<file path="src/verilog/rtc_ym_pkg.sv">
package rtc_ym_pkg;
    // ------------------------------------------------------------
    // Register byte addresses
    // ------------------------------------------------------------
    localparam logic [11:0] ADDR_WINDOW = 12'h000;
    localparam logic [11:0] ADDR_CTRL = 12'h004;
    // ------------------------------------------------------------
    // Field layout
    // ------------------------------------------------------------
    localparam int WIN_LOW_LSB = 0;
    localparam int WIN_HIGH_LSB = 8;
    localparam int CTRL_WREN_BIT = 0;
    localparam int CTRL_PTR_LSB = 8;
    localparam int PTR_W = 2;
    localparam logic [1:0] PTR_YEAR = 2'h3;
    localparam logic [1:0] PTR_MONTH = 2'h2;
    localparam logic [7:0] MONTH_MASK = 8'h1F;
    localparam logic [1:0] PTR_RESET = 2'h0;
    localparam logic WREN_RESET = 1'b0;
    // ------------------------------------------------------------
    // Digit layout and byte lanes
    // ------------------------------------------------------------
    localparam int YEAR_TENS_LSB = 4;
    localparam int MONTH_TENS_BIT = 4;
    localparam int DIGIT_W = 4;
    localparam int BYTE_W = 8;
    localparam int LANE_N = 4;
    localparam int LANE_WIN_LOW = 0;
    localparam int LANE_WIN_HIGH = 1;
    localparam int LANE_CTRL_WREN = 0;
    localparam int LANE_CTRL_PTR = 1;
endpackage

</file>
<file path="src/verilog/rtc_year_month_value_regs.sv">
// Register access over APB and the register offsets are this design's own decisions.
`timescale 1ns/1ps
module rtc_year_month_value_regs
    import rtc_ym_pkg::*;
(
    // Clock and reset
    input wire logic CLK,
    input wire logic ARST_N,
    // APB slave
    input wire logic PSEL,
    input wire logic PENABLE,
    input wire logic PWRITE,
    input wire logic [11:0] PADDR,
    input wire logic [31:0] PWDATA,
    input wire logic [3:0] PSTRB,
    output logic [31:0] PRDATA,
    output logic PREADY,
    output logic PSLVERR,
    // Calendar values
    output logic [7:0] YEAR_VALUE,
    output logic [7:0] MONTH_VALUE
);
    // ------------------------------------------------------------
    // Control state
    // ------------------------------------------------------------
    typedef struct packed {
        logic clock_write_enable;
        logic [PTR_W-1:0] value_pointer;
        logic [31:0] rdata;
        logic slverr;
    } ctrl_t;

    // Calendar bytes kept apart: no reset on them
    typedef struct packed {
        logic [DIGIT_W-1:0] year_tens_digit;
        logic [DIGIT_W-1:0] year_ones_digit;
        logic month_tens_digit;
        logic [DIGIT_W-1:0] month_ones_digit;
    } cal_t;

    ctrl_t ctrl_ff;
    ctrl_t nxt_ctrl;
    cal_t cal_ff;
    cal_t nxt_cal;

    // ------------------------------------------------------------
    // Bus phase signals
    // ------------------------------------------------------------
    logic setup;
    logic access;
    logic wr;

    // ------------------------------------------------------------
    // Address and lane signals
    // ------------------------------------------------------------
    logic hit_window;
    logic hit_ctrl;
    logic hit_none;
    logic [LANE_N-1:0] lane_wr;

    // ------------------------------------------------------------
    // Pointer and write qualifiers
    // ------------------------------------------------------------
    logic ptr_is_year;
    logic ptr_is_month;
    logic year_wr;
    logic month_wr;
    logic wren_wr;
    logic ptr_wr;

    // ------------------------------------------------------------
    // Write data fields
    // ------------------------------------------------------------
    logic [DIGIT_W-1:0] wr_year_tens;
    logic [DIGIT_W-1:0] wr_year_ones;
    logic wr_month_tens;
    logic [DIGIT_W-1:0] wr_month_ones;
    logic wr_wren;
    logic [PTR_W-1:0] wr_ptr;

    // ------------------------------------------------------------
    // Read path signals
    // ------------------------------------------------------------
    logic [7:0] year_byte;
    logic [7:0] month_byte;
    logic [7:0] low_byte;
    logic [7:0] high_byte;
    logic [31:0] window_word;
    logic [31:0] ctrl_word;
    logic [31:0] read_word;

    // ------------------------------------------------------------
    // Bus phases
    // ------------------------------------------------------------
    always_comb begin
        setup = PSEL && !PENABLE;
        access = PSEL && PENABLE;
    end

    // Writes land only in access, where pready is always high
    always_comb begin
        wr = access && PWRITE;
    end

    // ------------------------------------------------------------
    // Address decode
    // ------------------------------------------------------------
    // Any other offset answers with an error
    always_comb begin
        hit_window = 1'b0;
        hit_ctrl = 1'b0;
        hit_none = 1'b0;
        case (PADDR)
            ADDR_WINDOW: begin
                hit_window = 1'b1;
            end
            ADDR_CTRL: begin
                hit_ctrl = 1'b1;
            end
            default: begin
                hit_none = 1'b1;
            end
        endcase
    end

    // ------------------------------------------------------------
    // Byte lanes
    // ------------------------------------------------------------
    // A lane is written only with its strobe set
    for (genvar lane = 0; lane < LANE_N; lane++) begin : g_lane
        assign lane_wr[lane] = wr && PSTRB[lane];
    end

    // ------------------------------------------------------------
    // Pointer decode
    // ------------------------------------------------------------
    always_comb begin
        ptr_is_year = ctrl_ff.value_pointer == PTR_YEAR;
    end

    always_comb begin
        ptr_is_month = ctrl_ff.value_pointer == PTR_MONTH;
    end

    // ------------------------------------------------------------
    // Calendar write qualifiers
    // ------------------------------------------------------------
    // Window writes need the enable
    always_comb begin
        year_wr = 1'b0;
        if (hit_window && ctrl_ff.clock_write_enable) begin
            year_wr = lane_wr[LANE_WIN_LOW] && ptr_is_year;
        end
    end

    always_comb begin
        month_wr = 1'b0;
        if (hit_window && ctrl_ff.clock_write_enable) begin
            month_wr = lane_wr[LANE_WIN_HIGH] && ptr_is_month;
        end
    end

    // ------------------------------------------------------------
    // Control write qualifiers
    // ------------------------------------------------------------
    // Never gated, or the enable could not be set again
    always_comb begin
        wren_wr = hit_ctrl && lane_wr[LANE_CTRL_WREN];
        ptr_wr = hit_ctrl && lane_wr[LANE_CTRL_PTR];
    end

    // ------------------------------------------------------------
    // Calendar write fields
    // ------------------------------------------------------------
    always_comb begin
        wr_year_tens = PWDATA[WIN_LOW_LSB + YEAR_TENS_LSB +: DIGIT_W];
        wr_year_ones = PWDATA[WIN_LOW_LSB +: DIGIT_W];
        // Upper three month bits dropped, never stored
        wr_month_tens = PWDATA[WIN_HIGH_LSB + MONTH_TENS_BIT];
        wr_month_ones = PWDATA[WIN_HIGH_LSB +: DIGIT_W];
    end

    // ------------------------------------------------------------
    // Control write fields
    // ------------------------------------------------------------
    always_comb begin
        wr_wren = PWDATA[CTRL_WREN_BIT];
        wr_ptr = PWDATA[CTRL_PTR_LSB +: PTR_W];
    end

    // ------------------------------------------------------------
    // Stored bytes
    // ------------------------------------------------------------
    // Digits are not checked for BCD legality
    always_comb begin
        year_byte = {cal_ff.year_tens_digit,
                     cal_ff.year_ones_digit};
    end

    // Pad bits are never stored
    always_comb begin
        month_byte = {3'h0,
                      cal_ff.month_tens_digit,
                      cal_ff.month_ones_digit};
    end

    // ------------------------------------------------------------
    // Value window decode
    // ------------------------------------------------------------
    always_comb begin
        low_byte = 8'h00;
        high_byte = 8'h00;
        if (ptr_is_year) begin
            low_byte = year_byte;
        end

        if (ptr_is_month) begin
            high_byte = month_byte;
        end
    end

    // ------------------------------------------------------------
    // Read words
    // ------------------------------------------------------------
    always_comb begin
        window_word = 32'h0000_0000;
        window_word[WIN_LOW_LSB +: BYTE_W] = low_byte;
        window_word[WIN_HIGH_LSB +: BYTE_W] = high_byte;
    end

    always_comb begin
        ctrl_word = 32'h0000_0000;
        ctrl_word[CTRL_WREN_BIT] = ctrl_ff.clock_write_enable;
        ctrl_word[CTRL_PTR_LSB +: PTR_W] = ctrl_ff.value_pointer;
    end

    // Unmapped offsets read as zero
    always_comb begin
        read_word = 32'h0000_0000;
        if (hit_window) begin
            read_word = window_word;
        end

        if (hit_ctrl) begin
            read_word = ctrl_word;
        end
    end

    // ------------------------------------------------------------
    // Next state
    // ------------------------------------------------------------
    always_comb begin
        nxt_ctrl = ctrl_ff;
        nxt_cal = cal_ff;
        nxt_ctrl.rdata = 32'h0000_0000;
        nxt_ctrl.slverr = 1'b0;

        // Read answer captured in setup so access needs no wait
        if (setup) begin
            nxt_ctrl.rdata = read_word;
            nxt_ctrl.slverr = hit_none;
        end

        if (year_wr) begin
            nxt_cal.year_tens_digit = wr_year_tens;
            nxt_cal.year_ones_digit = wr_year_ones;
        end

        if (month_wr) begin
            nxt_cal.month_tens_digit = wr_month_tens;
            nxt_cal.month_ones_digit = wr_month_ones;
        end

        if (wren_wr) begin
            nxt_ctrl.clock_write_enable = wr_wren;
        end

        if (ptr_wr) begin
            nxt_ctrl.value_pointer = wr_ptr;
        end
    end

    // ------------------------------------------------------------
    // Registers
    // ------------------------------------------------------------
    always_ff @(posedge CLK or negedge ARST_N) begin
        if (!ARST_N) begin
            ctrl_ff.clock_write_enable <= WREN_RESET;
            ctrl_ff.value_pointer <= PTR_RESET;
            ctrl_ff.rdata <= 32'h0000_0000;
            ctrl_ff.slverr <= 1'b0;
        end else begin
            ctrl_ff <= nxt_ctrl;
        end
    end

    // Calendar has no reset: software must load it first
    always_ff @(posedge CLK) begin
        cal_ff <= nxt_cal;
    end

    // ------------------------------------------------------------
    // Bus answer
    // ------------------------------------------------------------
    // Zero wait states: every access ends at once
    assign PREADY = 1'b1;

    // Outside access the bus sees zero, never stale data
    always_comb begin
        PRDATA = 32'h0000_0000;
        if (access) begin
            PRDATA = ctrl_ff.rdata;
        end
    end

    always_comb begin
        PSLVERR = 1'b0;
        if (access) begin
            PSLVERR = ctrl_ff.slverr;
        end
    end

    // ------------------------------------------------------------
    // Calendar outputs
    // ------------------------------------------------------------
    always_comb begin
        YEAR_VALUE = year_byte;
        // Mask kept as a guard on the pad bits
        MONTH_VALUE = month_byte & MONTH_MASK;
    end
endmodule

</file>
<file path="config.mk">
export PLATFORM = sky130hd
export DESIGN_NAME = rtc_year_month_value_regs
export DESIGN_NICKNAME = d
export VERILOG_FILES = /design/src/verilog/rtc_ym_pkg.sv /design/src/verilog/rtc_year_month_value_regs.sv
export SDC_FILE = /design/constraint.sdc
export NUM_CORES = 1
export LEC_CHECK = 0
export ABC_AREA = 1
export ABC_CLOCK_PERIOD_IN_PS = 3250
export BUFFER_PORTS_ARGS = -buffer_cell sky130_fd_sc_hd__buf_2
export CELL_PAD_IN_SITES_DETAIL_PLACEMENT = 0
export CELL_PAD_IN_SITES_GLOBAL_PLACEMENT = 1
export CORE_UTILIZATION = 31
export CTS_CLUSTER_SIZE = 8
export DETAILED_ROUTE_END_ITERATION = 6
export MAX_ROUTING_LAYER = met4
export PLACE_DENSITY_LB_ADDON = 0.1
export SLEW_MARGIN = 10
export SYNTH_ARGS = -nofsm -noshare
export SYNTH_HDL_FRONTEND = slang
export SYNTH_SLANG_ARGS = --single-unit
export TNS_END_PERCENT = 20
</file>
<file path="constraint.sdc">
create_clock -name CLK -period 3.25 [get_ports CLK]
set_clock_uncertainty 0.15 [all_clocks]
set_input_delay 0.8125 -clock CLK [delete_from_list [all_inputs] [get_ports CLK]]
set_output_delay 0.8125 -clock CLK [all_outputs]
set_load 0.01 [all_outputs]
</file>
==> flow_summary.ini, run 1 <==
[status]
status = completed

[logic_synthesis]
ys_seq_elements = 30
synth-seq-area-share_pct = 52.5
postSynthCellCount = 160
syn_area_per_cell_um2 = 9.72
yosysTopAreaCell = dfrtp_1
synth-edff-count = 13
ys.flop_type = dfrtp_1
netlist_area_um2 = 1560
synth.area.top_cells = dfrtp_1 (27%), edfxtp_1 (25%), buf_4 (11%)
async_flop_share_pct = 56.7
synth_commonest_cells = inv_1 (30), buf_4 (23), nor2_1 (23), dfrtp_1 (17)
ys_warn_count = 0
synth_top_area_share_pct = 27.4
yosysMostFrequentCell = inv_1
synth_cell_types = 22

[floorplanning]
die_y_um = 72.8
dieArea_um2 = 5300
io_pins = 103
fp-row-count = 25
start_util_pct = 32.5
die_width_um = 72.8
core_region_area_um2 = 4790

[clocking]
clkTransAtPathRegs_ns = 0.06
clk_path_buf_depth = 2
cts_sinks = 30
numCtsBuffers = 5
h-tree-depth = 2
holdBufCountCts = 0
clk_latency_ns = 0.27
cts_tree = built
cts_resized = 0
cts_setup_buffers = 0
root_buffer = clkbuf_8

[power_and_ir_drop]
clock_power_share_pct = 40.1
power_density_nw_per_um2 = 390
seqPwrFrac_pct = 53.1
vdd_drop_max_uv = 152
comb_power_share_pct = 6.8
switchingPower_mw = 0.162
p_leak_nw = 0.945
p_sw_share_pct = 21.6
p_int_mw = 0.586

[route]
top_layer = met4
dr.pass1.iters = 4
via_per_inst = 3.91
route.met3.wl_um = 208
wl_met2_um = 1530
final_antenna_net_count = 0
wl_met1_um = 1200
wl_per_cell_um = 10.4
drt-total-wl_um = 3020
first_iter_violations = 29
num_vias = 1135
drc_errors = 0

[setup_path]
crit-reg2reg-launch = ctrl_ff[33]
path_buf_inv = 2
cpMaxStageDelayCell = nand2_1
critPathTopFamily = simple AND/OR/NAND/NOR gates
r2r-end = MONTH_VALUE[2]
start_kind = input port
r2r_slack_ns = 1.65
endpoint_kind = output pin
critical-path-max-stage-delay_ns = 0.40
crit_chain = buf_2 -> nand2_1 -> nor2_1 -> buf_2
crit_required_ns = 2.29
crit_type = input port to output pin
arrival_ns = 1.56
critPathMaxFanout = 16
reg2reg_depth = 5
crit_top_cell = buf_2

[sta]
setup_viol = 0
finalSetupTns_ns = 0
layout_min_cycle_time_ns = 2.52
worst-slew-pin-transition_ns = 0.541
fin_crit_sh_pct = 77.6
rsz0062_at_grt = no
relSlewSlack_pct = 63.8
slew_viol_final = 0
hold_violations = 0
max_freq_mhz = 397

[finish]
drive_above_1_share_pct = 36.8
n_antenna_cell = 0
final_core_util_pct = 40.1
fillers = 488
syn_to_final_growth_pct = 23.3
final_nets = 275

[placed_design]
dp_hpwl_um = 2440
io_buffers = 58
place_congestion = 0.775

[global_routing]
grt_start_max_net_pins = 18
grt_pass1_wl_um = 4800
overflow = 0
antenna_found_initial = 0
grt_pass1_vias = 1089
grt_util_all_layers_pct = 12.7

[flow_run]
drv_cap = 0

[hold_path]
hold_class = input port to asynchronous set/reset pin
## state kept, by name, summed over array words and instances, names as in the netlist
register	flops
YEAR_VALUE	8
MONTH_VALUE	5
ctrl_ff	17
## kinds of logic after synthesis
group                  Yosys count  synth area share (%)
AOI/OAI and AO/OA                6                  1.93
and+or+nand+nor                 67                  25.8
buffers and inverters           55                  19.3
other                            2                 0.483
DFF                             30                  52.5
## metal layers
metal  vias to the layer above  GRT usage (%)
met5                         -              -
met4                         0           8.50
met3                         5           2.76
met2                        55           21.2
met1                       506           13.6
li1                        569              -
## power by group through the flow
stage	logic, mW	registers [mW]	clock network [mW]
after floorplan	0.0451	0.404	0
after global placement	0.0499	0.404	0
after detailed placement	0.0513	0.404	0
after CTS	0.0514	0.397	0.308
after global routing	0.0585	0.397	0.322
final	0.0509	0.397	0.300
## worst max-delay path by stage
stage | startpoint | to | slack, ns | depth (start not counted)
3_3_place_gp | PENABLE | MONTH_VALUE[0] | 0.59 | 5
2_1_floorplan | PADDR[11] | YEAR_VALUE[0] | 0.92 | 6
3_5_place_dp | PENABLE | MONTH_VALUE[3] | 0.56 | 5
6_report | PSEL | PRDATA[10] | 0.73 | 4
4_1_cts | PSEL | PSLVERR | 0.67 | 4
5_1_grt | PSEL | PRDATA[10] | 0.57 | 4
## stage by stage
stage / hold slack (ns) / cells / worst slack (ns) / power, mW / area, µm²
4_1_cts: 0.302 / 290 / 0.675 / 0.756 / 1920
3_3_place_gp: 0.346 / 282 / 0.592 / 0.454 / 1830
5_1_grt: 0.319 / 290 / 0.574 / 0.778 / 1920
3_5_place_dp: 0.360 / 282 / 0.555 / 0.456 / 1830
6_report: 0.301 / 290 / 0.729 / 0.748 / 1920
2_1_floorplan: 0.313 / 181 / 0.916 / 0.449 / 1630
## worst register-to-register path: stages, from the launching register on
cell     delay (ns)
dfrtp_1        0.41
inv_1          0.07
nand2_1        0.07
inv_1          0.08
nand2_1        0.06
nor3_2         0.41
## final cells by class
type | instances | area (µm²) | area share [%]
clock buffer | 8 | 90.1 | 4.70
sequential | 30 | 816 | 42.5
inverter | 30 | 113 | 5.87
multi-input combinational | 96 | 518 | 27.0
timing repair buffer | 59 | 298 | 15.5
tap | 67 | 83.8 | 4.37
## cell usage in the layout (no fill, tap or decap), drive strengths merged, types with 4 or more instances in the layout
master   n
nand2   16
nor2    27
buf     59
edfxtp  13
nor3b   11
clkbuf   8
nand3    9
inv     30
a21oi    4
conb    23
dfrtp   17
Note: power is estimated with default switching activity, not from simulation.
==> inputs of run 2 (changes only) <==
Settings changed: ABC_AREA 1 to 0, ABC_CLOCK_PERIOD_IN_PS 3250 to 2600, CORE_UTILIZATION 31 to 29.
Clock period 3.25 ns to 2.6 ns, I/O delays scaled along.
==> run 2 against run 1 <==
Via count decreased by 7.4%; flip-flop and latch count unchanged; cell count decreased by 12%; count of clock-buffer cells in the layout decreased by 2; non-clock buffer count increased by 2; synthesized area decreased by 6.1%; routed wire length decreased by 2.0%; sequential power increased by 25%; die area increased by 0.34%; power increased by 20%; hold slack got worse by 0.16 ns; worst setup slack got worse by 0.17 ns; critical path type unchanged; critical endpoint is now PRDATA[0]; largest cell class unchanged.
==> flow_summary.ini, run 2 <==
[clocking]
holdBufCountCts = 0
cts_sinks = 30
cts_setup_buffers = 0
cts_tree = built
h-tree-depth = 2
root_buffer = clkbuf_8
clk_latency_ns = 0.28
clkTransAtPathRegs_ns = 0.06
numCtsBuffers = 5
cts_resized = 0
clk_path_buf_depth = 2

[power_and_ir_drop]
p_leak_nw = 0.961
power_density_nw_per_um2 = 492
vdd_drop_max_uv = 323

[logic_synthesis]
synth-seq-area-share_pct = 55.9
synth.area.top_cells = dfrtp_1 (29%), edfxtp_1 (27%), buf_4 (12%)
ys_seq_elements = 30
synth_cell_types = 29
yosysTopAreaCell = dfrtp_1
yosysMostFrequentCell = buf_4
ys.flop_type = dfrtp_1
async_flop_share_pct = 56.7
netlist_area_um2 = 1460
postSynthCellCount = 124
synth-edff-count = 13
syn_area_per_cell_um2 = 11.8
synth_commonest_cells = buf_4 (23), dfrtp_1 (17), and3_1 (14), edfxtp_1 (13), inv_1 (10)
synth_top_area_share_pct = 29.1
ys_warn_count = 0

[route]
dr.pass1.iters = 4
first_iter_violations = 25
via_per_inst = 4.12
drc_errors = 0
drt-total-wl_um = 2960
final_antenna_net_count = 0
wl_per_cell_um = 11.6
num_vias = 1051

[sta]
max_freq_mhz = 491
setup_viol = 0
hold_violations = 0
rsz0062_at_grt = no
finalSetupTns_ns = 0
slew_viol_final = 0
layout_min_cycle_time_ns = 2.04
whs_ns = 0.142
fin_ws_ns = 0.563
fin_crit_sh_pct = 78.3

[setup_path]
arrival_ns = 1.24
r2r-end = YEAR_VALUE[0]
crit-reg2reg-launch = ctrl_ff[33]
reg2reg_depth = 3
crit_required_ns = 1.80
start_kind = input port
critPathMaxFanout = 18
cp-startpoint = PENABLE
r2r_slack_ns = 1.17
crit_type = input port to output pin
endpoint_kind = output pin

[floorplanning]
io_pins = 103
dieArea_um2 = 5320
die_width_um = 73.0
core_region_area_um2 = 4790
die_y_um = 73.0
start_util_pct = 30.5
fp-row-count = 25

[placed_design]
io_buffers = 58
dp_hpwl_um = 2400
placed_area_um2 = 1750
place_ws_ns = 0.344
dp.cells = 247
place_congestion = 0.802

[finish]
n_antenna_cell = 0
instances_no_fill = 255
final_nets = 240
fillers = 510
drive_above_1_share_pct = 40.4
final_common_cell = buf_2
largest_reg_flops = 17
largest-register = ctrl_ff
stdcell_area_um2 = 1830
syn_to_final_growth_pct = 25.5
mostFrequentLayoutCells = buf_2 (58), conb_1 (23), dfrtp_1 (17), and3_1 (14), edfxtp_1 (13)

[global_routing]
overflow = 0
grt_pass1_wl_um = 4530
grt_pass1_vias = 960
grt_util_all_layers_pct = 12.3
antenna_found_initial = 0
grt_start_max_net_pins = 19

[hold_path]
hold_class = input port to asynchronous set/reset pin

[status]
status = completed

[flow_run]
drv_cap = 0
==> run 2: changes by cell type after synthesis, moves of 7 or more <==
cell,change
inv_1,-20
nand3_1,-8
and3_1,+14
nor3_1,+7
nor2_1,-18
nand2_1,-11
nor3b_2,-8
==> run 2: kinds of logic (layout without fill, tap and decap cells) <==
logic type	count (synthesis)	count (layout)	share of synthesized area, %
DFF	30	30	55.9
muxes	3	3	2.31
other	2	23	0.514
AOI/OAI and AO/OA	3	3	1.03
buffers and inverters	36	79	15.2
and+or+nand+nor	50	50	25.1
==> run 2: worst max-delay path by stage <==
| stage | endpoint | slack (ns) | cells after the start |
|---|---|---|---|
| global placement | MONTH_VALUE[4] | 0.35 | 4 |
| finish | PRDATA[0] | 0.56 | 3 |
| floorplan | YEAR_VALUE[0] | 0.13 | 3 |
| global route | PRDATA[0] | 0.48 | 3 |
| CTS | PRDATA[0] | 0.54 | 3 |
| detailed placement | YEAR_VALUE[7] | 0.34 | 5 |
==> run 2: per-layer routing <==
| layer | vias to the layer above | GRT usage, % | share of wire (%) |
|---|---|---|---|
| li1 | 514 | - | - |
| met4 | 0 | 7.19 | 2.3 |
| met3 | 6 | 3.87 | 8.0 |
| met2 | 63 | 16.9 | 44 |
| met5 | - | - | 0 |
| met1 | 468 | 16.0 | 46 |
==> run 2: worst max-delay path: stages <==
cell and delay, ns:
buf_2 0.24, and3_1 0.21, buf_2 0.13
==> run 2: layout make-up <==
| type | count | area [µm²] | area share [%] |
|---|---|---|---|
| Sequential cell | 30 | 816 | 44.5 |
| Tap cell | 67 | 83.8 | 4.57 |
| Inverter | 10 | 37.5 | 2.05 |
| Clock inverter | 2 | 8.76 | 0.478 |
| Multi-Input combinational cell | 79 | 502 | 27.4 |
| Clock buffer | 6 | 72.6 | 3.96 |
| Timing Repair Buffer | 61 | 313 | 17.1 |
==> run 2: where the power goes <==
group | total, mW | leakage, nW | internal (mW) | switching [mW]
Combinational | 0.0677 | 0.565 | 0.0226 | 0.0450
Clock | 0.337 | 0.0426 | 0.183 | 0.154
Sequential | 0.496 | 0.353 | 0.496 | 0.000173
Total | 0.901 | 0.961 | 0.702 | 0.199
==> run 2: per-stage QoR <==
stage                     utilization [%]  power [mW]
after CTS                            38.3       0.914
after global placement               36.6       0.571
final                                38.3       0.901
after floorplan                         -       0.557
after detailed placement             36.6       0.573
after global routing                 38.3       0.943
==> inputs of run 3 (changes only) <==
Settings changed: ABC_AREA 0 to 1, ABC_CLOCK_PERIOD_IN_PS 2600 to 2000.
Clock period 2.6 ns to 2 ns, I/O delays scaled along.
==> run 3 against run 2 <==
The flow now finishes with violations (negative hold slack); design area rose by 10%; power rose by 50%; routed wire length rose by 2.0%; count of clock-buffer cells in the layout rose by 1; largest power group unchanged; flip-flop and latch count did not move; first-iteration DRC count rose by 40%; hold slack got worse by 0.15 ns; non-clock buffer count rose by 5; die area rose by 6.3%.
==> flow_summary.ini, run 3 (same netlist as run 1, synthesis figures left out) <==
[placed_design]
dp_hpwl_um = 2470
placed_area_um2 = 1900
io_buffers = 58
place_ws_ns = 0.113
place_congestion = 0.798

[floorplanning]
dieArea_um2 = 5660
start_util_pct = 30.3
io_pins = 103
die_y_um = 75.2
die_width_um = 75.2
core_region_area_um2 = 5140
fp-row-count = 26

[route]
drc_errors = 0
dr.pass1.iters = 4
wl_per_cell_um = 10.1
first_iter_violations = 35
final_antenna_net_count = 0
num_vias = 1147
via_per_inst = 3.82
drt-total-wl_um = 3020

[finish]
final_core_util_pct = 39.3
final_common_cell = buf_2
final_nets = 282
n_antenna_cell = 0
ff_latch_area_um2 = 816
largest-register = ctrl_ff
syn_to_final_growth_pct = 29.8
stdcell_area_um2 = 2020
largest_reg_flops = 17
mostFrequentLayoutCells = buf_2 (58), inv_1 (30), nor2_1 (23), conb_1 (23), dfrtp_1 (17)
fillers = 554
multiInputGateArea_um2 = 524
drive_above_1_share_pct = 39.1

[status]
status = complete, but fails checks
failed_checks = negative hold slack

[clocking]
h-tree-depth = 2
root_buffer = clkbuf_8
cts_setup_buffers = 0
clk_latency_ns = 0.28
cts_sinks = 30
cts_tree = built
clkTransAtPathRegs_ns = 0.06
numCtsBuffers = 5
clk_path_buf_depth = 2
cts_resized = 0
holdBufCountCts = 0

[sta]
finalSetupTns_ns = 0
hold_violations = 14
max_freq_mhz = 539
fin_ws_ns = 0.145
rsz0062_at_grt = no
setup_viol = 0
whs_ns = -0.0116
fin_crit_sh_pct = 92.8
slew_viol_final = 0
layout_min_cycle_time_ns = 1.86

[flow_run]
drv_cap = 0

[global_routing]
grt_start_max_net_pins = 18
antenna_found_initial = 0
overflow = 0
grt_pass1_wl_um = 4570
grt_pass1_vias = 992
grt_util_all_layers_pct = 11.9

[setup_path]
start_kind = input port
crit_type = input port to output pin
arrival_ns = 1.21
crit_required_ns = 1.35
endpoint_kind = output pin
critPathMaxFanout = 14

[power_and_ir_drop]
power_density_nw_per_um2 = 670
vdd_drop_max_uv = 248
p_leak_nw = 1.01

[hold_path]
hold_class = input port to asynchronous set/reset pin
[run 3: power by group]
part           leakage, nW  internal [mW]  switching, mW
logic                0.601         0.0302         0.0554
registers            0.353          0.645       0.000365
clock network       0.0585          0.406          0.217
[run 3: area by class of cell]
cell class | instances | share of cell area [%]
inverters | 30 | 5.58
well taps | 70 | 4.34
multi-input cells | 96 | 26.0
clock buffers | 7 | 4.28
repair buffers | 66 | 18.0
clock inverters | 1 | 1.49
flip-flops and latches | 30 | 40.4
[run 3: final timing paths]
check,slack [ns],depth (start not counted),endpoint,start
max in group asynchronous,1.42,1,ctrl_ff[12],ARST_N
max reg2reg,0.51,6,MONTH_VALUE[4],ctrl_ff[33]
min in group CLK,0.24,1,YEAR_VALUE[1],PWDATA[1]
max,0.14,5,PRDATA[1],PENABLE
min reg2reg,0.38,1,ctrl_ff[5],YEAR_VALUE[4]
min,-0.01,1,ctrl_ff[34],ARST_N
[run 3: metal layers]
metal	global-route usage, %	up-vias	part of all wire [%]
met5	-	-	0
met4	6.79	0	2.3
met3	4.02	7	6.0
met2	17.3	55	48
met1	14.5	503	43
li1	-	582	-
[run 3: per-stage QoR]
step / power, mW / cells
finish: 1.35 / 300
global route: 1.41 / 300
CTS: 1.38 / 300
detailed placement: 0.744 / 292
global placement: 0.742 / 292
floorplan: 0.730 / 181
[run 3: worst max-delay path: stages]
cell and delay [ns]:
buf_2 0.09, nand2_1 0.10, buf_4 0.21, nor2_1 0.15
buf_2 0.16
